### config.mk
export PLATFORM = sky130hd
export DESIGN_NAME = cmr_regs
export DESIGN_NICKNAME = d
export VERILOG_FILES = /design/src/shared/cmr_pkg.sv /design/src/cmr_sync.sv /design/src/cmr_regs.sv
export SDC_FILE = /design/constraint.sdc
export NUM_CORES = 1
export LEC_CHECK = 0
export BUFFER_PORTS_ARGS = -buffer_cell sky130_fd_sc_hd__buf_2
export CORE_MARGIN = 3
export CORE_UTILIZATION = 35
export DETAILED_ROUTE_END_ITERATION = 12
export SYNTH_ARGS = -nofsm -noshare
export SYNTH_HDL_FRONTEND = slang
export SYNTH_HIERARCHICAL = 1
export SYNTH_SLANG_ARGS = --single-unit
### constraint.sdc
create_clock -name clk -period 2.8 [get_ports clk]
set_input_delay 0 -clock clk [delete_from_list [all_inputs] [get_ports clk]]
set_output_delay 0 -clock clk [all_outputs]
set_load 0.02 [all_outputs]
### src/shared/cmr_pkg.sv
// Register map, field layout, reset values and timing for the control register bank
package cmr_pkg;
  localparam int unsigned ADDR_W = 8;
  localparam int unsigned DATA_W = 8;

  // Register offsets
  localparam logic [7:0] PART_ID_HIGH_ADDR = 8'h86;
  localparam logic [7:0] PART_ID_LOW_ADDR  = 8'h87;
  localparam logic [7:0] RESET_CAL_ADDR    = 8'h88;
  localparam logic [7:0] QUICK_ACQ_ADDR    = 8'h89;
  localparam logic [7:0] MON_EN_HIGH_ADDR  = 8'h8a;

  // Field positions
  localparam int unsigned SOFT_RESET_BIT  = 7;
  localparam int unsigned SELF_CAL_BIT    = 6;
  localparam int unsigned QUICK_ACQ_BIT   = 0;
  localparam int unsigned MON_TWO_HI_BIT  = 1;
  localparam int unsigned MON_ONE_HI_BIT  = 0;

  // Reset values
  localparam logic [7:0] RESET_CAL_RESET  = 8'h00;
  localparam logic [7:0] QUICK_ACQ_RESET  = 8'h00;
  localparam logic [7:0] MON_EN_HI_RESET  = 8'h03;
  localparam logic [7:0] UNMAPPED_DATA    = 8'h00;

  // Monitor select encodings
  localparam logic [1:0] MON_OFF      = 2'h0;
  localparam logic [1:0] MON_RESERVED = 2'h1;
  localparam logic [1:0] MON_SLOW     = 2'h2;
  localparam logic [1:0] MON_STANDARD = 2'h3;

  // Timing
  localparam int unsigned CLK_PERIOD_NS  = 10;
  localparam int unsigned SOFT_RESET_MS  = 10;
  localparam int unsigned SOFT_RESET_CYCLES = (SOFT_RESET_MS * 1000000) / CLK_PERIOD_NS;
  localparam int unsigned CAL_RUN_CYCLES = 64;
  localparam int unsigned SYNC_STAGES    = 3;

  // Calibration sequencer states
  typedef enum logic [2:0] {
    CAL_IDLE = 3'b001,
    CAL_RUN  = 3'b010,
    CAL_LOCK = 3'b100
  } cmr_cal_state_type;
endpackage : cmr_pkg

### src/cmr_sync.sv
// Three-stage synchroniser with agreement filter for asynchronous inputs
`timescale 1ns/1ns
module cmr_sync #(
  parameter int unsigned WIDTH = 1
) (
  input  wire logic             clk,
  input  wire logic             rstn,
  input  wire logic [WIDTH-1:0] async_in,
  output logic      [WIDTH-1:0] sync_out
);
  logic [WIDTH-1:0] stage_one;
  logic [WIDTH-1:0] stage_two;
  logic [WIDTH-1:0] stage_three;

  if (WIDTH < 1)
  begin : g_width_check
    $error("cmr_sync WIDTH must be at least 1");
  end

  // Shift chain; stage_one feeds only stage_two
  always_ff @(posedge clk or negedge rstn)
  begin
    if (!rstn)
    begin
      stage_one   <= '0;
      stage_two   <= '0;
      stage_three <= '0;
    end
    else
    begin
      stage_one   <= async_in;
      stage_two   <= stage_one;
      stage_three <= stage_two;
    end
  end

  // Accept a bit only once the later stages agree
  always_ff @(posedge clk or negedge rstn)
  begin
    if (!rstn)
      sync_out <= '0;
    else
      for (int i = 0; i < WIDTH; i++)
        if (stage_two[i] == stage_three[i])
          sync_out[i] <= stage_three[i];
  end
endmodule : cmr_sync

### src/cmr_regs.sv
// Control and identification register bank of the clock multiplier
`timescale 1ns/1ns
module cmr_regs
  import cmr_pkg::*;
#(
  parameter logic [11:0] PART_IDENTIFIER       = 12'h0a5, // Arbitrary value
  parameter logic [3:0]  SILICON_REVISION_CODE = 4'h3,    // Arbitrary value
  parameter int unsigned SOFT_RESET_LEN        = SOFT_RESET_CYCLES,
  parameter int unsigned CAL_LEN               = CAL_RUN_CYCLES
) (
  input  wire logic                  clk,
  input  wire logic                  rstn,
  input  wire logic [cmr_pkg::ADDR_W-1:0] reg_addr,
  input  wire logic [cmr_pkg::DATA_W-1:0] reg_wdata,
  input  wire logic                  reg_wr,
  input  wire logic                  reg_rd,
  output logic      [cmr_pkg::DATA_W-1:0] reg_rdata,
  output logic                       reg_rvalid,
  input  wire logic [1:0]            mon_sel_low,
  input  wire logic                  pll_lock_detect,
  input  wire logic                  freq_shift_alarm,
  output logic                       clock_output_enable,
  output logic                       soft_reset_active,
  output logic                       pll_unlock_alarm,
  output logic                       calibration_active,
  output logic                       quick_acquire_enable,
  output logic                       bandwidth_boost,
  output logic [1:0]                 input_one_absence_monitor_sel,
  output logic [1:0]                 input_two_absence_monitor_sel,
  output logic [1:0]                 monitor_active,
  output logic [1:0]                 monitor_slow
);
  localparam int unsigned SR_W  = $clog2(SOFT_RESET_LEN + 1);
  localparam int unsigned CAL_W = $clog2(CAL_LEN + 1);

  if (SOFT_RESET_LEN < 1 || CAL_LEN < 1)
  begin : g_param_check
    $error("cmr_regs counts must be at least 1");
  end

  logic [SR_W-1:0]   soft_count;
  logic [CAL_W-1:0]  cal_count;
  logic              self_calibration_start;
  logic [7:0]        quick_acquire_control;
  logic [1:0]        mon_en_high;
  logic [1:0]        sync_level;
  logic              shift_prev;
  logic              auto_cal_req;
  logic              host_cal_req;
  logic              cal_accept;
  logic              soft_trigger;
  logic              wr_reset_cal;
  cmr_cal_state_type cal_state;
  cmr_cal_state_type next_cal_state;

  // Lock and frequency-shift come from other timing domains
  cmr_sync #(.WIDTH(2)) u_sync (
    .clk      (clk),
    .rstn     (rstn),
    .async_in ({freq_shift_alarm, pll_lock_detect}),
    .sync_out (sync_level)
  );

  assign wr_reset_cal = reg_wr && !soft_reset_active && (reg_addr == RESET_CAL_ADDR);
  assign soft_trigger = wr_reset_cal && reg_wdata[SOFT_RESET_BIT];

  // soft reset hold counter, writes ignored meanwhile
  always_ff @(posedge clk or negedge rstn)
  begin
    if (!rstn)
    begin
      soft_reset_active <= 1'b0;
      soft_count        <= '0;
    end
    else if (soft_trigger)
    begin
      soft_reset_active <= 1'b1;
      soft_count        <= SR_W'(SOFT_RESET_LEN);
    end
    else if (soft_count == SR_W'(1))
    begin
      soft_reset_active <= 1'b0;
      soft_count        <= '0;
    end
    else if (soft_count != '0)
      soft_count <= soft_count - SR_W'(1);
  end

  always_ff @(posedge clk or negedge rstn)
  begin
    if (!rstn)
      clock_output_enable <= 1'b0;
    else
      clock_output_enable <= !(soft_trigger || soft_reset_active);
  end

  // rising shift alarm requests autonomous calibration
  always_ff @(posedge clk or negedge rstn)
  begin
    if (!rstn)
      shift_prev <= 1'b0;
    else
      shift_prev <= sync_level[1];
  end
  assign auto_cal_req = sync_level[1] && !shift_prev;
  assign host_cal_req = wr_reset_cal && reg_wdata[SELF_CAL_BIT] && !reg_wdata[SOFT_RESET_BIT];
  assign cal_accept   = (cal_state == CAL_IDLE) && (self_calibration_start || auto_cal_req);

  // pending start bit; a new write wins over the clear
  always_ff @(posedge clk or negedge rstn)
  begin
    if (!rstn)
      self_calibration_start <= RESET_CAL_RESET[SELF_CAL_BIT];
    else if (soft_trigger || soft_reset_active)
      self_calibration_start <= RESET_CAL_RESET[SELF_CAL_BIT];
    else if (host_cal_req)
      self_calibration_start <= 1'b1;
    else if (cal_accept)
      self_calibration_start <= 1'b0;
  end

  // Calibration sequencer next state
  always_comb
  begin
    next_cal_state = cal_state;
    unique case (cal_state)
      CAL_IDLE: if (cal_accept) next_cal_state = CAL_RUN;
      CAL_RUN:  if (cal_count == CAL_W'(1)) next_cal_state = CAL_LOCK;
      CAL_LOCK: if (sync_level[0]) next_cal_state = CAL_IDLE;
      default:  next_cal_state = CAL_IDLE;
    endcase
  end

  // Sequencer state, run counter and alarm
  always_ff @(posedge clk or negedge rstn)
  begin
    if (!rstn)
    begin
      cal_state          <= CAL_IDLE;
      cal_count          <= '0;
      pll_unlock_alarm   <= 1'b1;
      calibration_active <= 1'b0;
    end
    else if (soft_trigger || soft_reset_active)
    begin
      cal_state          <= CAL_IDLE;
      cal_count          <= '0;
      pll_unlock_alarm   <= 1'b1;
      calibration_active <= 1'b0;
    end
    else
    begin
      cal_state          <= next_cal_state;
      calibration_active <= (next_cal_state != CAL_IDLE);
      if (cal_accept)
        cal_count <= CAL_W'(CAL_LEN);
      else if (cal_count != '0)
        cal_count <= cal_count - CAL_W'(1);
      // alarm drops only when calibration completes
      if (cal_accept)
        pll_unlock_alarm <= 1'b1;
      else if (cal_state == CAL_LOCK && sync_level[0])
        pll_unlock_alarm <= 1'b0;
    end
  end

  // Writable registers; reserved quick-acquire bits kept as written
  always_ff @(posedge clk or negedge rstn)
  begin
    if (!rstn)
    begin
      quick_acquire_control <= QUICK_ACQ_RESET;
      mon_en_high           <= MON_EN_HI_RESET[1:0];
    end
    else if (soft_trigger || soft_reset_active)
    begin
      quick_acquire_control <= QUICK_ACQ_RESET;
      mon_en_high           <= MON_EN_HI_RESET[1:0];
    end
    else if (reg_wr)
    begin
      if (reg_addr == QUICK_ACQ_ADDR)
        quick_acquire_control <= reg_wdata;
      // upper select bits stored at 1:0
      if (reg_addr == MON_EN_HIGH_ADDR)
        mon_en_high <= reg_wdata[1:0];
    end
  end

  always_ff @(posedge clk or negedge rstn)
  begin
    if (!rstn)
    begin
      quick_acquire_enable <= 1'b0;
      bandwidth_boost      <= 1'b0;
    end
    else
    begin
      quick_acquire_enable <= quick_acquire_control[QUICK_ACQ_BIT];
      bandwidth_boost      <= quick_acquire_control[QUICK_ACQ_BIT] && pll_unlock_alarm;
    end
  end

  // decode selects; reserved code treated as off
  // slow flag picks the longer, less sensitive detector
  // low bits come from the mon_sel_low input port
  always_ff @(posedge clk or negedge rstn)
  begin
    if (!rstn)
    begin
      input_one_absence_monitor_sel <= MON_STANDARD;
      input_two_absence_monitor_sel <= MON_STANDARD;
      monitor_active                <= 2'h3;
      monitor_slow                  <= 2'h0;
    end
    else
    begin
      input_one_absence_monitor_sel <= {mon_en_high[MON_ONE_HI_BIT], mon_sel_low[0]};
      input_two_absence_monitor_sel <= {mon_en_high[MON_TWO_HI_BIT], mon_sel_low[1]};
      for (int i = 0; i < 2; i++)
      begin
        monitor_active[i] <= mon_en_high[i];
        monitor_slow[i]   <= ({mon_en_high[i], mon_sel_low[i]} == MON_SLOW);
      end
    end
  end

  // Read path, one cycle after the strobe; unmapped reads zero
  always_ff @(posedge clk or negedge rstn)
  begin
    if (!rstn)
    begin
      reg_rdata  <= UNMAPPED_DATA;
      reg_rvalid <= 1'b0;
    end
    else
    begin
      reg_rvalid <= reg_rd;
      if (reg_rd)
      begin
        unique case (reg_addr)
          PART_ID_HIGH_ADDR: reg_rdata <= PART_IDENTIFIER[11:4];
          PART_ID_LOW_ADDR:  reg_rdata <= {PART_IDENTIFIER[3:0], SILICON_REVISION_CODE};
          RESET_CAL_ADDR:    reg_rdata <= {soft_reset_active, self_calibration_start, 6'h00};
          QUICK_ACQ_ADDR:    reg_rdata <= quick_acquire_control;
          MON_EN_HIGH_ADDR:  reg_rdata <= {6'h00, mon_en_high};
          default:           reg_rdata <= UNMAPPED_DATA;
        endcase
      end
    end
  end
endmodule : cmr_regs

# --- Yosys cells after proc, flatten, opt, wreduce, memory -nomap -nowiden ---
# Cells that the tools add are included.
totals:
  ff_bits: 73
  latch_bits: 0
  ram_bits: 0
  rom_bits: 0
  inputBits: 24
  wordCells: 95
  memories: 0
op_classes:
  add_sub_neg: 2
  mul: 0
  div: 0
  n_lt_le_gt_ge: 0
  n_eq_ne: 15
  shift: 0
  n_mux: 27
  n_bitwise: 0
  n_reduce_logical: 27
op_table:
  columns: ["op", "n"]
  rows:
  - ["20-bit two-way mux", 3]
  - ["8-bit == test, second input constant", 5]
  - ["8-bit case mux with 5 select lines", 1]
  - ["8-bit two-way mux", 3]
  - ["7-bit two-way mux", 3]
  - ["20-bit by 1-bit == test with 1-bit output, second input constant", 1]
  - ["20-bit nonzero test", 1]
  - ["20-bit by 1-bit subtractor with 20-bit output, second input constant", 1]
  - ["3-bit two-way mux", 4]
  - ["3-bit nonzero test", 4]
  - ["1-bit logical AND", 9]
  - ["1-bit two-way mux", 9]
  - ["3-bit case mux with 3 select lines", 1]
  - ["2-bit nonzero test", 4]
  - ["7-bit by 1-bit == test with 1-bit output, second input constant", 1]
  - ["7-bit nonzero test", 1]
  - ["7-bit by 1-bit subtractor with 7-bit output, second input constant", 1]
  - ["2-bit two-way mux", 3]
  - ["2-bit == test, second input constant", 2]
  - ["1-bit logical NOT", 4]
  - ["2-bit AND reduction", 2]
  - ["3-bit by 1-bit == test with 1-bit output, second input constant", 1]
  - ["3-bit by 2-bit == test with 1-bit output, second input constant", 1]
  - ["3-bit == test, second input constant", 1]
  - ["other kinds (3)", 5]

# --- Depth between registers and ports, before layout ---
logic_depth:
  word_depth: 8
  mapped_depth: 7
  mapped_depth_nobuf: 7

# --- Modules after synthesis ---
# The synthesis kept the hierarchy.
modules_own_cells:
  columns: ["module", "n_inst", "cells_per_inst", "area_each_um2"]
  rows:
  - ["cmr_regs", 1, 295, 3040.4]
  - ["cmr_sync", 1, 10, 222.7]

# --- Worst setup path after synthesis ---
# No wires, ideal clock.
synth_timing:
  path_kind: "register to register"
  from: "reg soft_count[0]"
  to: "reg soft_count[1]"
  setup_time_ns: 0.071
  arrival_time_ns: 1.869
  required_ns: 2.729
  slack_ns: 0.860
  stages_incl_launch_ff: 8
  synth_period_minus_slack_ns: 1.940
  path_cell_list: "dfrtp_1 inv_1 ha_1 nor3b_1 nand3_2 nor2_1 mux2_2 nor2_1"
synth_between:
  elab_chain_cells: 4
  elab_cells_between_ends: 7
synth_lines:
  columns: ["item", "line", "source"]
  rows:
  - ["start, declared", "cmr_regs.sv:41", "logic [SR_W-1:0] soft_count;"]
  - ["start signal, assigned", "cmr_regs.sv:78", "soft_count <= SR_W'(SOFT_RESET_LEN);"]
  - ["start signal, assigned", "cmr_regs.sv:86", "soft_count <= soft_count - SR_W'(1);"]
  - ["20-bit by 1-bit subtractor with 20-bit output", "cmr_regs.sv:86", null]
  - ["20-bit two-way mux", "cmr_regs.sv:85", "else if (soft_count != '0)"]
  - ["20-bit two-way mux", "cmr_regs.sv:80", "else if (soft_count == SR_W'(1))"]
  - ["20-bit two-way mux", "cmr_regs.sv:75", "else if (soft_trigger)"]
# Parallel ways exist; a longest one is shown, timed or not. The select of a mux whose other input is x is not followed.
# A chain may end at the register's enable or synchronous reset.

# --- Final worst setup path ---
layout_timing:
  from: "in reg_addr[6] (netlist bit)"
  to: "reg mon_en_high[0]"
layout_between:
  elab_chain_cells: 6
  elab_cells_between_ends: 9
layout_lines:
  columns: ["item", "line", "source"]
  rows:
  - ["start, declared", "cmr_regs.sv:13", "input wire logic [cmr_pkg::ADDR_W-1:0] reg_addr,"]
  - ["8-bit == test", "cmr_regs.sv:64", "assign wr_reset_cal = reg_wr && !soft_reset_active && (reg_addr == RESET_CAL_ADDR);"]
  - ["1-bit logical AND", "cmr_regs.sv:64", null]
  - ["1-bit logical AND", "cmr_regs.sv:65", "assign soft_trigger = wr_reset_cal && reg_wdata[SOFT_RESET_BIT];"]
  - ["1-bit logical OR", "cmr_regs.sv:175", "else if (soft_trigger || soft_reset_active)"]
  - ["2-bit nonzero test (no source line)", null, null]
  - ["2-bit AND reduction (no source line)", null, null]
  - ["end signal, assigned", "cmr_regs.sv:173", "mon_en_high <= MON_EN_HI_RESET[1:0];"]
  - ["end signal, assigned", "cmr_regs.sv:178", "mon_en_high <= MON_EN_HI_RESET[1:0];"]
  - ["end signal, assigned", "cmr_regs.sv:186", "mon_en_high <= reg_wdata[1:0];"]
  - ["end, declared", "cmr_regs.sv:45", "logic [1:0] mon_en_high;"]
# Parallel ways exist; a longest one is shown, timed or not.

==> impl_metrics.json <==
{
  "cellLeakagePower_nw": 1.72,
  "yosysSeqAreaShare_pct": 54.8,
  "maxCapViolations": 0,
  "combPwrFrac_pct": 5.2,
  "synth_nets": 333,
  "swShare_pct": 24.9,
  "ys_warn_count": 6,
  "multi_input_area_um2": 1380,
  "postCtsSetupRepairBufs": 0,
  "htree_num_levels": 3,
  "start_kind": "input port",
  "synth_flop_cell": "dfrtp_1",
  "hold_buffers": 17,
  "grt_max_degree": 44,
  "wl_per_cell_um": 13.8,
  "setup_viol_count_final": 0,
  "fmax_mhz": 439,
  "ir_worst_vdd_mv": 0.173,
  "wl_um": 6770,
  "dieArea_um2": 10500,
  "relSlewSlack_pct": 56.2,
  "grtUsageTotal_pct": 13.8,
  "reg2regPathDepth": 7,
  "power_density_nw_per_um2": 479,
  "drc": 0,
  "crit_arrival_ns": 2.55,
  "clkPwrFrac_pct": 40.0,
  "period_share_pct": 81.4,
  "worstSetupPathType": "input port to flip-flop",
  "ys_ff_latch": 71,
  "design_area_um2": 3980,
  "grt_pass1_wl_um": 11400,
  "status": "complete, no violations",
  "fin_ws_ns": 0.521,
  "cts_tree": "built",
  "cts_buffers": 9,
  "worstSetupEndpointType": "flip-flop",
  "path_common_cell": "dlygate4sd3_1",
  "layout_min_cycle_time_ns": 2.28,
  "overflow": 0,
  "r2r_slack_ns": 0.55,
  "setup-tns-final_ns": 0,
  "die_h_um": 103,
  "synth_area_leaders": "dfrtp_1 (48%), dfstp_2 (6.4%), nor2_1 (3.6%)",
  "vias": 2484,
  "nFillCells": 855,
  "yosysUniqueCellTypes": 62,
  "cp_cell_sequence": "dlygate4sd3_1, buf_2, or4b_4, nor3_4, and2_2, nand3_2, o22a_2, dlygate4sd3_1",
  "finalHoldViolCount": 0,
  "regArea_um2": 1790,
  "portBuffers": 46,
  "core_region_area_um2": 8890,
  "first_iter_violations": 48,
  "row_count": 34,
  "cpMaxStageDelayCell": "dlygate4sd3_1",
  "min_to": "reg_rdata[3]",
  "clock_path_buffers": 2,
  "setup.worst_path.start": "reg_addr[6]",
  "cts.sinks": 71,
  "cts-root-buf": "clkbuf_8",
  "slew_viol_final": 0,
  "hp-start": "reg_addr[5]",
  "finalNetCount": 405,
  "synth_edf_count": 0,
  "seqPwrFrac_pct": 54.9,
  "synth.largest_area_cell": "dfrtp_1",
  "io_pins": 47,
  "p_int_w": 0.00143,
  "post-place-ws_ns": 0.601,
  "hold_depth": 4,
  "synth_area_um2": 3260,
  "start_util_pct": 36.7,
  "synth_cells": 305,
  "syn2layout_area_growth_pct": 21.9,
  "post-dp-hpwl_um": 4790,
  "synth_async_sr_flop_share_pct": 100,
  "viasPerCell": 5.07,
  "layout-drive-gt1-share_pct": 25.9,
  "synth_top_area_share_pct": 48.3,
  "antenna_found_initial": 0,
  "cpPeakStageDelay_ns": 0.56,
  "rsz0062_at_grt": "no",
  "die_x_um": 103,
  "antenna_cells": 0,
  "path_clk_slew_ns": 0.08,
  "avgSynthCellArea_um2": 10.7,
  "tightest_slew_ns": 0.647,
  "cts_resized": 0,
  "first_pass_iters": 4,
  "required_ns": 3.07,
  "crit_path_max_fanout": 5,
  "ant_nets": 0,
  "switching_power_w": 0.000474,
  "r2r-end": "soft_count[1]",
  "gp_congestion": 0.812,
  "finClkSkew_ns": 0.00784,
  "timing.rr.start": "soft_count[0]",
  "clock_latency_ns": 0.35,
  "dpl_cell_area_um2": 3620,
  "min_path_type": "input port to flip-flop",
  "grt_pass1_vias": 2384
}
## cells by family after synthesis
kind of cell | share of synthesized area [%]
AO/OA/AOI/OAI | 13.7
XOR/XNOR | 4.03
adder cells (fa/ha/maj) | 2.22
buffers and inverters | 2.91
flip-flops | 54.8
multiplexers | 0.997
AND/OR/NAND/NOR | 21.4
## critical path, delay by kind of cell
family                 cells  cell delay (ns)
and+or+nand+nor            4             1.12
buffers and inverters      3             1.23
AOI/OAI and AO/OA          1             0.20
## power by group through the flow
stage,clock (W),sequential (W),combinational (W)
after floorplan,0,0.00107,0.0000256
after global placement,0,0.00106,0.0000826
after detailed placement,0,0.00106,0.0000833
after CTS,0.000793,0.00104,0.000101
after global routing,0.000835,0.00105,0.000111
final,0.000761,0.00104,0.0000982
## through the flow
step / power [W] / hold WS, ns / cells / util [%]
6_report: 0.00190 / 0.0239 / 490 / 44.7
5_1_grt: 0.00199 / 0.0405 / 490 / 44.7
4_1_cts: 0.00194 / 0.00117 / 490 / 44.7
3_5_place_dp: 0.00115 / 0.0367 / 457 / 40.8
3_3_place_gp: 0.00115 / 0.0382 / 457 / 40.8
2_1_floorplan: 0.00109 / -0.296 / 305 / -
## registers in the layout, indices dropped and copies added, names as in the netlist, 3 cells and up
| signal | count |
|---|---|
| reg_rdata | 8 |
| cal_count | 7 |
| soft_count | 20 |
| quick_acquire_control | 8 |
| cal_state | 3 |
## Yosys cell counts (all sizes together) (2+ instances only)
master / count
dfstp: 8
nor2b: 6
o22a: 4
xor2: 7
nand3: 18
o22ai: 7
or4: 4
and2: 2
a21oi: 14
or3: 3
xnor2: 8
o21ai: 18
nor4: 8
nand3b: 2
nor3b: 2
maj3: 2
clkbuf: 2
inv: 16
mux2: 2
nor2: 32
nor3: 13
a21o: 2
dfrtp: 63
a22o: 8
ha: 4
nand2b: 6
a31o: 2
buf: 4
nand2: 18
## cell usage in the layout (no fill, tap or decap), types with 5 or more instances in the layout
| cell type | count |
|---|---|
| a22o_1 | 8 |
| nor2_1 | 31 |
| nor2b_1 | 6 |
| inv_1 | 15 |
| o21ai_0 | 13 |
| clkbuf_8 | 10 |
| dfrtp_1 | 63 |
| o21ai_1 | 5 |
| dfstp_2 | 8 |
| dlygate4sd3_1 | 17 |
| a21oi_1 | 14 |
| nand2b_1 | 6 |
| xor2_1 | 7 |
| xnor2_1 | 8 |
| nand3_1 | 15 |
| nor4_1 | 7 |
| o22ai_1 | 7 |
| nand2_1 | 17 |
| nor3_1 | 11 |
| buf_2 | 46 |
## routing by layer
layer | vias up | track usage (%) | wire, um | part of all wire, %
met5 | - | 0 | 0 | 0
met4 | 0 | 4.24 | 77 | 1.1
met3 | 9 | 4.13 | 305 | 4.5
met2 | 52 | 21.1 | 2990 | 44
met1 | 1187 | 19.0 | 3410 | 50
li1 | 1236 | - | - | -
## worst max-delay path by stage
stage          slack (ns)        endpoint  cells past startpoint
3_5_place_dp         0.60   soft_count[1]                      7
4_1_cts              0.56   soft_count[1]                      7
6_report             0.52  mon_en_high[0]                      8
2_1_floorplan        0.86   soft_count[1]                      7
5_1_grt              0.38   soft_count[1]                      7
3_3_place_gp         0.71   soft_count[1]                      7
## area by class of cell
class | instances | share of cell area [%]
Inverter | 16 | 1.51
Clock inverter | 6 | 1.13
Multi-Input combinational cell | 212 | 34.7
Sequential cell | 71 | 44.9
Clock buffer | 10 | 3.46
Tap cell | 108 | 3.40
Timing Repair Buffer | 67 | 10.8
(Power assumes the default switching activity.)
